===== config.mk =====
export PLATFORM = sky130hd
export DESIGN_NAME = pdtc_transfer_ctl
export DESIGN_NICKNAME = d
export VERILOG_FILES = /design/src/common/pdtc_pkg.sv /design/src/hw/pdtc_edge_sync.sv /design/src/hw/pdtc_fifo.sv /design/src/hw/pdtc_transfer_ctl.sv
export SDC_FILE = /design/constraint.sdc
export NUM_CORES = 1
export LEC_CHECK = 0
export BUFFER_PORTS_ARGS = -buffer_cell sky130_fd_sc_hd__buf_2
export CAP_MARGIN = 20
export CORE_MARGIN = 3
export CORE_UTILIZATION = 45
export DETAILED_ROUTE_END_ITERATION = 12
export PLACE_DENSITY = 0.73
export RECOVER_POWER = 50
export SYNTH_ARGS = -nofsm -noshare
export SYNTH_HDL_FRONTEND = slang
export SYNTH_SLANG_ARGS = --single-unit

===== constraint.sdc =====
create_clock -name clock -period 6.5 [get_ports clock]
set_clock_uncertainty 0.05 [all_clocks]
set_input_delay 0.65 -clock clock [delete_from_list [all_inputs] [get_ports clock]]
set_output_delay 0.65 -clock clock [all_outputs]
set_load 0.01 [all_outputs]

===== src/common/pdtc_pkg.sv =====
`default_nettype none
package pdtc_pkg;
    // Widths of the memory side
    localparam int ROW_W   = 13;
    localparam int COL_W   = 10;
    localparam int DATA_W  = 32;
    localparam int BEATS_W = 6;
    localparam int T_W     = 7;
    localparam int LAT_W   = 2;

    // Read data buffer and SDRAM timing
    localparam int FIFO_DEPTH  = 32;
    localparam int CAS_LATENCY = 3;
    localparam int SYNC_STAGES = 3;

    // SDRAM commands as {cs_n, ras_n, cas_n, we_n}
    localparam logic [3:0] CMD_DESEL = 4'hf;
    localparam logic [3:0] CMD_NOP   = 4'h7;
    localparam logic [3:0] CMD_ACT   = 4'h3;
    localparam logic [3:0] CMD_READ  = 4'h5;
    localparam logic [3:0] CMD_WRITE = 4'h4;
    localparam logic [3:0] CMD_PRE   = 4'h2;

    // Reset and idle levels of the transfer pins
    localparam logic STROBE_IDLE = 1'b1;
    localparam logic ACCESS_IDLE = 1'b1;
    localparam logic WAY_IDLE    = 1'b1;

    typedef enum logic [1:0] {
        PDTC_IDLE  = 2'b00,
        PDTC_PRECH = 2'b01,
        PDTC_ROW_ACTIVATE_CMD  = 2'b10,
        PDTC_DATA  = 2'b11
    } pdtc_state_type;
endpackage : pdtc_pkg
`default_nettype wire


===== src/hw/pdtc_edge_sync.sv =====
`default_nettype none
module pdtc_edge_sync (
    // Clock and reset
    input  wire logic clock,
    input  wire logic rst,
    // Level from another domain
    input  wire logic level_in,
    // One-cycle pulse on a settled rising edge
    output logic      rise
);
    logic ff1;
    logic ff2;
    logic ff3;
    logic level;

    // A change counts only once stages two and three agree
    always_ff @(posedge clock) begin
        if (rst) begin
            ff1   <= 1'b0;
            ff2   <= 1'b0;
            ff3   <= 1'b0;
            level <= 1'b0;
        end else begin
            ff1 <= level_in;
            ff2 <= ff1;
            ff3 <= ff2;
            if (ff2 == ff3) begin
                level <= ff3;
            end
        end
    end

    assign rise = ff2 & ff3 & ~level;
endmodule : pdtc_edge_sync
`default_nettype wire


===== src/hw/pdtc_fifo.sv =====
`default_nettype none
module pdtc_fifo #(
    parameter int WIDTH = 32,
    parameter int DEPTH = 32
) (
    // Clock and reset
    input  wire logic                       clock,
    input  wire logic                       rst,
    // Filling side
    input  wire logic                       in_valid,
    output logic                            in_ready,
    input  wire logic [WIDTH-1:0]           in_data,
    // Draining side
    output logic                            out_valid,
    input  wire logic                       out_ready,
    output logic [WIDTH-1:0]                out_data,
    // Fill level
    output logic [$clog2(DEPTH+1)-1:0]      level
);
    localparam int AW = $clog2(DEPTH);
    localparam int LW = $clog2(DEPTH+1);
    localparam logic [LW-1:0] FULL = LW'(DEPTH);
    localparam logic [AW-1:0] LAST = AW'(DEPTH - 1);

    logic [WIDTH-1:0] mem [DEPTH];
    logic [AW-1:0]    wr_ptr;
    logic [AW-1:0]    rd_ptr;
    wire              push = in_valid & in_ready;
    wire              pop  = out_valid & out_ready;

    assign in_ready  = (level != FULL);
    assign out_valid = (level != '0);
    assign out_data  = mem[rd_ptr];

    always_ff @(posedge clock) begin
        if (push) begin
            mem[wr_ptr] <= in_data;
        end
    end

    always_ff @(posedge clock) begin
        if (rst) begin
            wr_ptr <= '0;
            rd_ptr <= '0;
            level  <= '0;
        end else begin
            if (push) begin
                wr_ptr <= (wr_ptr == LAST) ? '0 : wr_ptr + 1'b1;
            end
            if (pop) begin
                rd_ptr <= (rd_ptr == LAST) ? '0 : rd_ptr + 1'b1;
            end
            if (push && !pop) begin
                level <= level + 1'b1;
            end else if (pop && !push) begin
                level <= level - 1'b1;
            end
        end
    end
endmodule : pdtc_fifo
`default_nettype wire


===== src/hw/pdtc_transfer_ctl.sv =====
`default_nettype none
module pdtc_transfer_ctl #(
    parameter int CAS_LATENCY = pdtc_pkg::CAS_LATENCY,
    parameter int FIFO_DEPTH  = pdtc_pkg::FIFO_DEPTH
) (
    // Clock and reset
    input  wire logic                          clock,
    input  wire logic                          rst,
    // Memory clock as seen on the board
    input  wire logic                          memory_clock_out,
    // Strobe latency settings
    input  wire logic [pdtc_pkg::LAT_W-1:0]    write_strobe_latency,
    input  wire logic [pdtc_pkg::LAT_W-1:0]    read_strobe_latency,
    // Transfer request
    input  wire logic                          req_valid,
    output logic                               req_ready,
    input  wire logic                          source_periph_flag,
    input  wire logic                          dest_periph_flag,
    input  wire logic                          req_write,
    input  wire logic [pdtc_pkg::ROW_W-1:0]    req_row,
    input  wire logic [pdtc_pkg::COL_W-1:0]    req_col,
    input  wire logic [pdtc_pkg::BEATS_W-1:0]  req_beats,
    // Ordinary write data
    input  wire logic [pdtc_pkg::DATA_W-1:0]   wr_data,
    output logic                               wr_data_take,
    // Ordinary read data
    output logic                               rd_valid,
    input  wire logic                          rd_ready,
    output logic [pdtc_pkg::DATA_W-1:0]        rd_data,
    // SDRAM pins
    output logic                               chip_space_select_n,
    output logic                               ras_n,
    output logic                               cas_n,
    output logic                               we_n,
    output logic [pdtc_pkg::ROW_W-1:0]         sdram_addr,
    output logic [pdtc_pkg::DATA_W-1:0]        ext_data_bus_out,
    output logic                               ext_data_bus_oe,
    input  wire logic [pdtc_pkg::DATA_W-1:0]   ext_data_bus_in,
    // Peripheral transfer pins
    output logic                               periph_xfer_strobe_n,
    output logic                               periph_xfer_access_pin,
    output logic                               periph_xfer_way_pin,
    // Status
    output logic                               busy
);
    localparam int T_W = pdtc_pkg::T_W;
    localparam int LW  = $clog2(FIFO_DEPTH+1);
    localparam logic [T_W-1:0] CL_T    = T_W'(CAS_LATENCY);
    localparam logic [LW-1:0]  DEPTH_L = LW'(FIFO_DEPTH);

    function automatic logic in_window(input logic [T_W-1:0] t,
                                       input logic [T_W-1:0] start,
                                       input logic [T_W-1:0] len);
        in_window = (t >= start) && (t < start + len);
    endfunction

    pdtc_pkg::pdtc_state_type state;
    pdtc_pkg::pdtc_state_type next_state;

    logic [T_W-1:0]                 t;
    logic                           cur_pdt;
    logic                           cur_rd;
    logic [pdtc_pkg::ROW_W-1:0]     cur_row;
    logic [pdtc_pkg::COL_W-1:0]     cur_col;
    logic [pdtc_pkg::BEATS_W-1:0]   cur_beats;
    logic [pdtc_pkg::LAT_W-1:0]     cur_wl;
    logic [pdtc_pkg::LAT_W-1:0]     cur_rl;
    logic                           page_open;
    logic                           page_pdt;
    logic [pdtc_pkg::ROW_W-1:0]     page_row;
    logic [3:0]                     cmd;
    logic [pdtc_pkg::DATA_W-1:0]    din_d1;
    logic [pdtc_pkg::DATA_W-1:0]    din_d2;
    logic [pdtc_pkg::DATA_W-1:0]    din_d3;
    logic [LW-1:0]                  fifo_level;
    logic                           fifo_in_ready;
    logic                           mrise;

    logic [3:0]                     next_cmd;
    logic [pdtc_pkg::ROW_W-1:0]     next_addr;
    logic                           next_strobe_n;
    logic                           next_access;
    logic                           next_way;
    logic                           next_oe;

    // Edges of the memory clock pace every pin change
    pdtc_edge_sync u_mclk_sync (
        .clock    (clock),
        .rst      (rst),
        .level_in (memory_clock_out),
        .rise     (mrise)
    );

    // Request decode
    wire want_pdt = source_periph_flag | dest_periph_flag;
    wire want_rd  = source_periph_flag | (~dest_periph_flag & ~req_write);
    wire page_hit = page_open && (page_row == req_row);
    wire [LW-1:0] fifo_free = DEPTH_L - fifo_level;
    // Ordinary reads wait for room for the whole burst, so captures never overflow
    wire fifo_room = want_pdt | ~want_rd | (fifo_free >= LW'(req_beats));
    wire accept    = req_valid & req_ready;
    assign req_ready = (state == pdtc_pkg::PDTC_IDLE) & fifo_room;
    assign busy      = (state != pdtc_pkg::PDTC_IDLE);

    // Data phase timing
    wire [T_W-1:0] beats_t = T_W'(cur_beats);
    wire [T_W-1:0] wl_t    = T_W'(cur_wl);
    wire [T_W-1:0] rl_t    = T_W'(cur_rl);
    wire [T_W-1:0] lead    = (CL_T >= rl_t) ? CL_T - rl_t : '0;
    wire [T_W-1:0] cap_at  = CL_T + 7'd1;
    wire [T_W-1:0] t_end   = cur_rd ? cap_at + beats_t : wl_t + beats_t;
    wire in_data  = (state == pdtc_pkg::PDTC_DATA);
    wire last_t   = in_data && (t == t_end);
    wire rd_cmd   = in_data && cur_rd && in_window(t, '0, beats_t);
    wire wr_cmd   = in_data && !cur_rd && in_window(t, wl_t, beats_t);
    wire strobe_on = in_data && cur_pdt &&
                     (cur_rd ? in_window(t, lead, beats_t)
                             : in_window(t, '0, beats_t));
    wire [T_W-1:0] col_off = cur_rd ? t : t - wl_t;
    wire [pdtc_pkg::COL_W-1:0] col_now = cur_col + pdtc_pkg::COL_W'(col_off);
    // Transfer reads never capture the bus
    wire capture = mrise && cur_rd && !cur_pdt && in_data &&
                   in_window(t, cap_at, beats_t);
    assign wr_data_take = mrise && wr_cmd && !cur_pdt;

    always_comb begin
        next_state    = state;
        next_cmd      = pdtc_pkg::CMD_NOP;
        next_addr     = sdram_addr;
        next_strobe_n = pdtc_pkg::STROBE_IDLE;
        next_access   = pdtc_pkg::ACCESS_IDLE;
        next_way      = pdtc_pkg::WAY_IDLE;
        next_oe       = 1'b0;
        case (state)
            pdtc_pkg::PDTC_IDLE: begin
                next_cmd = pdtc_pkg::CMD_DESEL;
                if (accept) begin
                    if (page_hit && (page_pdt || !want_pdt)) begin
                        next_state = pdtc_pkg::PDTC_DATA;
                    end else if (page_open) begin
                        next_state = pdtc_pkg::PDTC_PRECH;
                    end else begin
                        next_state = pdtc_pkg::PDTC_ROW_ACTIVATE_CMD;
                    end
                end
            end
            pdtc_pkg::PDTC_PRECH: begin
                next_cmd   = pdtc_pkg::CMD_PRE;
                next_state = pdtc_pkg::PDTC_ROW_ACTIVATE_CMD;
            end
            pdtc_pkg::PDTC_ROW_ACTIVATE_CMD: begin
                next_cmd    = pdtc_pkg::CMD_ACT;
                next_addr   = cur_row;
                next_access = !cur_pdt;
                next_way    = !(cur_pdt && !cur_rd);
                next_state  = pdtc_pkg::PDTC_DATA;
            end
            pdtc_pkg::PDTC_DATA: begin
                if (last_t) begin
                    next_state = pdtc_pkg::PDTC_IDLE;
                end else begin
                    next_access   = !cur_pdt;
                    next_way      = !(cur_pdt && !cur_rd);
                    next_strobe_n = !strobe_on;
                    next_oe       = wr_cmd && !cur_pdt;
                    if (rd_cmd) begin
                        next_cmd = pdtc_pkg::CMD_READ;
                    end else if (wr_cmd) begin
                        next_cmd = pdtc_pkg::CMD_WRITE;
                    end
                    if (rd_cmd || wr_cmd) begin
                        next_addr = {{(pdtc_pkg::ROW_W-pdtc_pkg::COL_W){1'b0}}, col_now};
                    end
                end
            end
            default: begin
                next_state = pdtc_pkg::PDTC_IDLE;
            end
        endcase
    end

    // Requests are taken on any clock, commands advance on memory clock edges
    always_ff @(posedge clock) begin
        if (rst) begin
            state <= pdtc_pkg::PDTC_IDLE;
        end else if (accept || (mrise && state != pdtc_pkg::PDTC_IDLE)) begin
            state <= next_state;
        end
    end

    always_ff @(posedge clock) begin
        if (rst) begin
            cur_pdt   <= 1'b0;
            cur_rd    <= 1'b0;
            cur_row   <= '0;
            cur_col   <= '0;
            cur_beats <= '0;
            cur_wl    <= '0;
            cur_rl    <= '0;
        end else if (accept) begin
            cur_pdt   <= want_pdt;
            cur_rd    <= want_rd;
            cur_row   <= req_row;
            cur_col   <= req_col;
            cur_beats <= req_beats;
            cur_wl    <= write_strobe_latency;
            cur_rl    <= read_strobe_latency;
        end
    end

    always_ff @(posedge clock) begin
        if (rst) begin
            t <= '0;
        end else if (accept || (mrise && state == pdtc_pkg::PDTC_ROW_ACTIVATE_CMD)) begin
            t <= '0;
        end else if (mrise && in_data) begin
            t <= t + 7'd1;
        end
    end

    always_ff @(posedge clock) begin
        if (rst) begin
            page_open <= 1'b0;
            page_pdt  <= 1'b0;
            page_row  <= '0;
        end else if (mrise && state == pdtc_pkg::PDTC_PRECH) begin
            page_open <= 1'b0;
        end else if (mrise && state == pdtc_pkg::PDTC_ROW_ACTIVATE_CMD) begin
            page_open <= 1'b1;
            page_pdt  <= cur_pdt;
            page_row  <= cur_row;
        end else if (accept && page_hit) begin
            // The latest access decides whether a transfer may reuse the page
            page_pdt  <= want_pdt;
        end
    end

    always_ff @(posedge clock) begin
        if (rst) begin
            cmd                    <= pdtc_pkg::CMD_DESEL;
            sdram_addr             <= '0;
            periph_xfer_strobe_n   <= pdtc_pkg::STROBE_IDLE;
            periph_xfer_access_pin <= pdtc_pkg::ACCESS_IDLE;
            periph_xfer_way_pin    <= pdtc_pkg::WAY_IDLE;
            ext_data_bus_oe        <= 1'b0;
            ext_data_bus_out       <= '0;
        end else if (mrise) begin
            cmd                    <= next_cmd;
            sdram_addr             <= next_addr;
            periph_xfer_strobe_n   <= next_strobe_n;
            periph_xfer_access_pin <= next_access;
            periph_xfer_way_pin    <= next_way;
            ext_data_bus_oe        <= next_oe;
            if (wr_data_take) begin
                ext_data_bus_out <= wr_data;
            end
        end
    end

    assign {chip_space_select_n, ras_n, cas_n, we_n} = cmd;

    // Delay matches the memory clock synchroniser so captures line up with edges
    always_ff @(posedge clock) begin
        if (rst) begin
            din_d1 <= '0;
            din_d2 <= '0;
            din_d3 <= '0;
        end else begin
            din_d1 <= ext_data_bus_in;
            din_d2 <= din_d1;
            din_d3 <= din_d2;
        end
    end

    pdtc_fifo #(
        .WIDTH (pdtc_pkg::DATA_W),
        .DEPTH (FIFO_DEPTH)
    ) u_rd_fifo (
        .clock     (clock),
        .rst       (rst),
        .in_valid  (capture),
        .in_ready  (fifo_in_ready),
        .in_data   (din_d3),
        .out_valid (rd_valid),
        .out_ready (rd_ready),
        .out_data  (rd_data),
        .level     (fifo_level)
    );

    property p_strobe_needs_access;
        @(posedge clock) disable iff (rst)
        !periph_xfer_strobe_n |-> !periph_xfer_access_pin;
    endproperty
    a_strobe_needs_access: assert property (p_strobe_needs_access)
        else $error("strobe active without access pin");

    property p_read_way_high;
        @(posedge clock) disable iff (rst)
        (busy && cur_pdt && cur_rd) |-> periph_xfer_way_pin;
    endproperty
    a_read_way_high: assert property (p_read_way_high)
        else $error("way pin low during transfer read");

    property p_no_drive_in_pdt;
        @(posedge clock) disable iff (rst)
        (busy && cur_pdt) |-> !ext_data_bus_oe;
    endproperty
    a_no_drive_in_pdt: assert property (p_no_drive_in_pdt)
        else $error("data bus driven during transfer");

    property p_no_capture_pdt;
        @(posedge clock) disable iff (rst)
        (busy && cur_pdt && cur_rd) |=> (fifo_level <= $past(fifo_level));
    endproperty
    a_no_capture_pdt: assert property (p_no_capture_pdt)
        else $error("transfer read data captured");

    property p_act_access;
        @(posedge clock) disable iff (rst)
        ($changed(cmd) && cmd == pdtc_pkg::CMD_ACT && cur_pdt) |->
            !periph_xfer_access_pin && (periph_xfer_way_pin == cur_rd);
    endproperty
    a_act_access: assert property (p_act_access)
        else $error("access or way pin wrong at activate");

    property p_hit_skips_act;
        @(posedge clock) disable iff (rst)
        (accept && want_pdt && page_hit && page_pdt) |=> (state == pdtc_pkg::PDTC_DATA);
    endproperty
    a_hit_skips_act: assert property (p_hit_skips_act)
        else $error("open transfer page not used directly");

    property p_reopen;
        @(posedge clock) disable iff (rst)
        (accept && want_pdt && page_open && !page_pdt) |=> (state == pdtc_pkg::PDTC_PRECH);
    endproperty
    a_reopen: assert property (p_reopen)
        else $error("ordinary page not closed for transfer");

    property p_end_release;
        @(posedge clock) disable iff (rst)
        (mrise && last_t) |=> periph_xfer_strobe_n && periph_xfer_access_pin && !busy;
    endproperty
    a_end_release: assert property (p_end_release)
        else $error("pins not released after last beat");

    property p_read_lead;
        @(posedge clock) disable iff (rst)
        ($fell(periph_xfer_strobe_n) && cur_rd) |-> (t == lead + 7'd1);
    endproperty
    a_read_lead: assert property (p_read_lead)
        else $error("read strobe lead wrong");

    property p_source_flag;
        @(posedge clock) disable iff (rst)
        (accept && source_periph_flag) |=> (cur_pdt && cur_rd);
    endproperty
    a_source_flag: assert property (p_source_flag)
        else $error("source flag did not select transfer read");

    property p_read_cmds;
        @(posedge clock) disable iff (rst)
        (busy && cur_pdt && cur_rd) |-> (cmd != pdtc_pkg::CMD_WRITE);
    endproperty
    a_read_cmds: assert property (p_read_cmds)
        else $error("write command during transfer read");
endmodule : pdtc_transfer_ctl
`default_nettype wire


# After elaboration in Yosys (flattened, before gate mapping)
# Memory sizes are Yosys's and may differ from the RTL's. A register that Yosys moved wholly into a read port is not among the register bits.
# Cells that the tools add are included.
# word_totals
mem_bits_rw	1024
input_bits	105
memories	1
regBits	228
wordCells	167
output_inout_bits	89
# classes
n_eq_ne	13
order_cmp	10
n_reduce_logical	52
addsub	12
mux	34
bitwise	16
# memory_table
memory	words	word_bits	read_ports	rd_ports_with_merged_regs	write_ports	line_no	source
u_rd_fifo.mem	32	32	1	1	1	pdtc_fifo.sv:25	logic [WIDTH-1:0] mem [DEPTH];
# op_table
cell	n
$logic_and 1x1->1	28
$mux 13	2
$pmux 13 s2	1
$lt 7x7->1	3
$mux 7	3
$mux 5	4
$pmux 4 s4	1
$mux 2	7
$eq 13x13->1	1
$mux 6	2
$mux 1	11
$add 10x7->10	1
$add 5x1->5 const B	2
$eq 5x5->1 const B	2
$pmux 2 s4	1
$reduce_bool 2->1	4
$add 2x6->7	1
$add 3x6->7 const A	1
$add 7x1->7 const B	1
$add 7x6->7	1
$and 1x1->1	7
$eq 7x7->1	1
$ge 7x1->1 const B	1
$ge 7x2->1	1
27 further kinds	50

# Logic depth before layout (Yosys ltp)
# logic_depth
depth_word	11
ltp_mapped	19
depth_no_buf	17

# By module
# From an unflattened synthesis, not the netlist that was laid out.
# hier_totals
cells_unflattened	3010
hier_area_um2	49525.0
# modules_own_cells
mod	cells_per_inst	area_each_um2	seq_area_each_um2	n_inst
pdtc_fifo	2057	40407.5	31169.9	1
pdtc_transfer_ctl	942	8986.1	4164.0	1
pdtc_edge_sync	11	131.4	80.1	1

# Least setup slack after synthesis
# Ideal clock, no wire load.
# synth_path
path_kind	register to register
startpoint	reg cur_beats[2] in the netlist's numbering
endpoint	reg u_rd_fifo.level[5]
path_stages_with_launch	19
setup_time_ns	0.128
arrival_ns	3.384
n_path_buf	1
period_less_slack_ns	3.561
required_time_ns	6.322
slack_ns	2.939
path_cell_list	dfxtp_1 -> ha_1 -> nand3_1 -> ha_1 -> and3b_1 -> nand4b_1 -> nor4b_1 -> o21ai_1 -> inv_2 -> buf_2 -> ha_1 -> inv_1 -> ha_1 -> a21o_1 -> a21o_1 -> a211o_1 -> o211ai_1 -> xnor2_1 -> nor2_1
# synth_via
elab_chain_len	8
word_cells_on_any_way	10
classes_between	add/sub: 1; order compare: 1; mux: 1; bitwise: 1; reduce/logical: 6
# synth_rtl
element	line_no	source
start, declared	pdtc_transfer_ctl.sv:65	logic [pdtc_pkg::BEATS_W-1:0] cur_beats;
start signal, assigned	pdtc_transfer_ctl.sv:205	cur_beats <= req_beats;
$add 3x6->7 *	pdtc_transfer_ctl.sv:54	in_window = (t >= start) && (t < start + len);
$lt 7x7->1 *	pdtc_transfer_ctl.sv:54	
$logic_and 1x1->1 *	pdtc_transfer_ctl.sv:54	
$logic_and 1x1->1 *	pdtc_transfer_ctl.sv:122	wire capture = mrise && cur_rd && !cur_pdt && in_data &&
$and 1x1->1 *	pdtc_fifo.sv:28	wire push = in_valid & in_ready;
net u_rd_fifo.push	pdtc_fifo.sv:28	
$logic_not 1->1	pdtc_fifo.sv:55	end else if (pop && !push) begin
$logic_and 1x1->1	pdtc_fifo.sv:55	
$reduce_bool 2->1 (no line)	--	
end signal, assigned	pdtc_fifo.sv:54	level <= level + 1'b1;
end signal, assigned	pdtc_fifo.sv:56	level <= level - 1'b1;
end, declared	pdtc_fifo.sv:18	output logic [$clog2(DEPTH+1)-1:0] level
# Mark *: on every way through the listed nets, which the timed path passes. The rest lies on a longest branch.
# A chain may end at the register's enable or synchronous reset.

# Final worst setup path
# layout_path
startpoint	in rst
endpoint	reg din_d3[1] in the netlist's numbering
# layout_lines
element	line_no	source
start, declared	pdtc_transfer_ctl.sv:8	input wire logic rst,
end signal, assigned	pdtc_transfer_ctl.sv:271	din_d3 <= din_d2;
end, declared	pdtc_transfer_ctl.sv:74	logic [pdtc_pkg::DATA_W-1:0] din_d3;
# No word-level cell between the ends.

==> flow_summary.yaml <==
status:
  outcome: "finished with violations"
  violations: "max-capacitance violations, max-slew violations"
finish:
  multi_input_area_mm2: 0.0129
  syn_to_final_growth_pct: 14.0
  final_cell_mix: "1024 x edfxtp_1, 320 x mux4_2, 228 x dfxtp_1"
  seq_area_mm2: 0.0354
  utilization: 0.520
  final_common_cell: "edfxtp_1"
  nets: 2983
  nFillCells: 8250
  drive_gt1_frac: 0.268
timing:
  finalSetupViolations: 0
  rsz0062_at_grt: "no"
  min_period_ns: 4.67
  tightest_slew_ns: 3.52
  fmax_ghz: 0.214
  fin_crit_sh: 0.718
  hold_viol: 0
  totalNegativeSetupSlack_ns: 0
  slew_viol_final: 158
  slew_headroom: -1.35
cts:
  ctsLongestPathBuffers: 3
  cts.htree.levels: 3
  insertion_delay_ns: 0.71
  cts_setup_buffers: 0
  cts_buffers: 120
  cts_sinks: 1257
  clk_pin_slew_worst_paths_ns: 0.06
  cts.hold.buffers_added: 0
  root_buffer: "clkbuf_16"
  cts_resized: 0
  cts_tree: "built"
worst_setup_path:
  cp_data_required_time_ns: 6.91
  cp_slowest_stage_delay_ns: 2.43
  path_cells: "clkbuf_1 -> clkbuf_2 -> nor2b_1"
  critical_path_arrival_ns: 5.08
  worstSetupStartpointType: "input port"
  path_max_fanout: 85
  regToRegStartpoint: "state[0]"
  reg2reg_to: "u_rd_fifo.level[5]"
  path_delay_family: "buffers and inverters"
  end_kind: "flip-flop"
  path_buf_inv: 2
  critPathSlowestCell: "clkbuf_1"
  rr_worst_depth: 15
  rrSetupSlack_ns: 1.96
  path_class: "in -> reg"
global_routing:
  grt.overflow.total: 0
  grt_first_pass_wirelength_um: 164000
  grt_max_degree: 99
  antenna_found_initial: 7
  grt_pass1_vias: 26000
  grt.total_usage: 0.193
yosys:
  synth_warnings: 0
  syn_area_mm2: 0.0491
  synth.distinct_cells: 71
  syn_inst: 2580
  syn-num-nets: 2754
  synth_seq_cells: 1257
  syn-mean-instance-area_um2: 19.0
  synthFlopType: "edfxtp_1"
  yosysSeqAreaShare: 0.722
  ys_async_sr_fraction: 0
  synth_edf_count: 1024
detailed_routing:
  vias_per_cell: 5.76
  routed_wl_um: 109000
  drtPass1Iterations: 7
  wl_per_cell_um: 25.2
  drt_iter0_drc: 2540
  drtAntennaViolNets: 0
  drc: 0
  vias: 24900
flow_run:
  max_cap_viol_count: 2
pwr:
  p_clk_frac: 0.440
  power_density_mw_per_mm2: 288
  p_leak_nw: 20.9
  seqPwrFrac: 0.542
  peakVddDrop_uv: 229
  switching_share: 0.201
  pwr-share-comb: 0.018
  p_int_mw: 12.9
  netSwitchingPower_mw: 3.25
placement:
  hpwl_um: 59800
  port-buffer-count: 193
  gp_congestion: 0.841
worst_hold_path:
  hold_class: "in -> reg"
  hold_end: "din_d1[15]"
  worstHoldStart: "ext_data_bus_in[15]"
  whs_path_depth: 2
floorplan:
  io_pins: 194
  initial_core_util: 0.456
  dieArea_mm2: 0.113
  die-width_um: 336
  rows: 120
  die-height_um: 336
  fp.coreArea_mm2: 0.108
-- registers in the layout (all words and copies together) (netlist names), 2 cells and up, named ones only --
register and cells:
sdram_addr 13, din_d2 32, cur_row 13, ext_data_bus_out 32
u_rd_fifo.wr_ptr 5, u_rd_fifo.level 6, din_d1 32, din_d3 32
cur_wl 2, u_rd_fifo.rd_ptr 5, page_row 13, state 2
cmd 4, cur_col 10, u_rd_fifo.mem 1024, t 7
cur_rl 2, cur_beats 6
-- cell usage after synthesis, drive strengths merged (11+ instances only) --
cell type  number  area share
edfxtp       1024        0.63
mux4          320        0.15
dfxtp         233       0.095
nand2         124      0.0095
nor2b         103       0.013
nor2           91      0.0070
clkbuf         78      0.0060
a21oi          76      0.0078
ha             64       0.016
buf            59      0.0066
mux2i          48      0.0098
and3           39      0.0050
inv            38      0.0029
mux2           33      0.0076
xor2           33      0.0059
o21ai          25      0.0025
xnor2          24      0.0043
nand3          14      0.0016
nor3           11      0.0011
-- kinds of logic after synthesis --
kind of cell / count (synthesis) / synth area share
compound gates: 186 / 0.0249
xor+xnor: 57 / 0.0102
fa+ha+maj: 69 / 0.0184
buf+inv: 175 / 0.0154
flops: 1257 / 0.722
mux: 401 / 0.164
simple gates: 435 / 0.0452
-- routing by layer --
layer  vias to the layer above  routed length [µm]  global-route usage  part of all wire
li1                      10700                   -                   -                 -
met1                     12900               45200               0.266              0.41
met2                      1045               53500               0.314              0.49
met3                       195                7450              0.0384             0.068
met4                        10                2750              0.0538             0.025
met5                         -                  76                   0           0.00070
-- power by group through the flow --
stage | combinational, mW | sequential (mW) | clock (mW)
after floorplan | 0.187 | 8.89 | 0
after global placement | 0.272 | 8.91 | 0
after detailed placement | 0.278 | 8.92 | 0
after CTS | 0.280 | 8.75 | 7.22
after global routing | 0.318 | 8.75 | 7.54
final | 0.288 | 8.74 | 7.09
-- worst max-delay path by stage --
stage	from	endpoint	cells past startpoint
after global routing	rst	din_d3[1]	3
final	rst	din_d3[1]	3
after detailed placement	state[0]	u_rd_fifo.level[5]	15
after global placement	state[0]	u_rd_fifo.level[5]	15
after CTS	cur_beats[1]	wr_data_take	12
after floorplan	cur_beats[2]	u_rd_fifo.level[5]	18
-- final cells by class --
type                       count  area share
sequential                  1257       0.633
inverter                      38     0.00255
tap                         1403      0.0314
clock inverter                57      0.0118
timing repair buffer         244      0.0284
clock buffer                 171      0.0612
multi-input combinational   1148       0.231
antenna                        2   0.0000894
-- stage by stage --
step                      instance area, µm²  setup WS (ns)  instances  hold slack, ns  power [mW]
after floorplan                        49100           2.94       2580           0.364        9.07
after global placement                 51500           2.23       4063           0.368        9.19
after detailed placement               51500           2.17       4065           0.375        9.20
after CTS                              55600           1.84       4293          0.0338        16.3
after global routing                   56000           1.27       4320          0.0537        16.6
final                                  56000           1.83       4320          0.0849        16.1
-- worst reg2reg max path, stage by stage (launching register included) --
cell      delay, ns
dfxtp_1        0.43
ha_1           0.75
and3b_1        0.28
nand4b_1       0.11
nor4b_1        0.29
o21ai_1        0.21
inv_2          0.40
ha_1           0.33
inv_1          0.15
ha_1           0.30
a21o_1         0.18
a21o_1         0.21
a211o_1        0.31
o211ai_1       0.11
xnor2_1        0.14
nor2_1         0.05
Power figures use the tool's default switching activity.
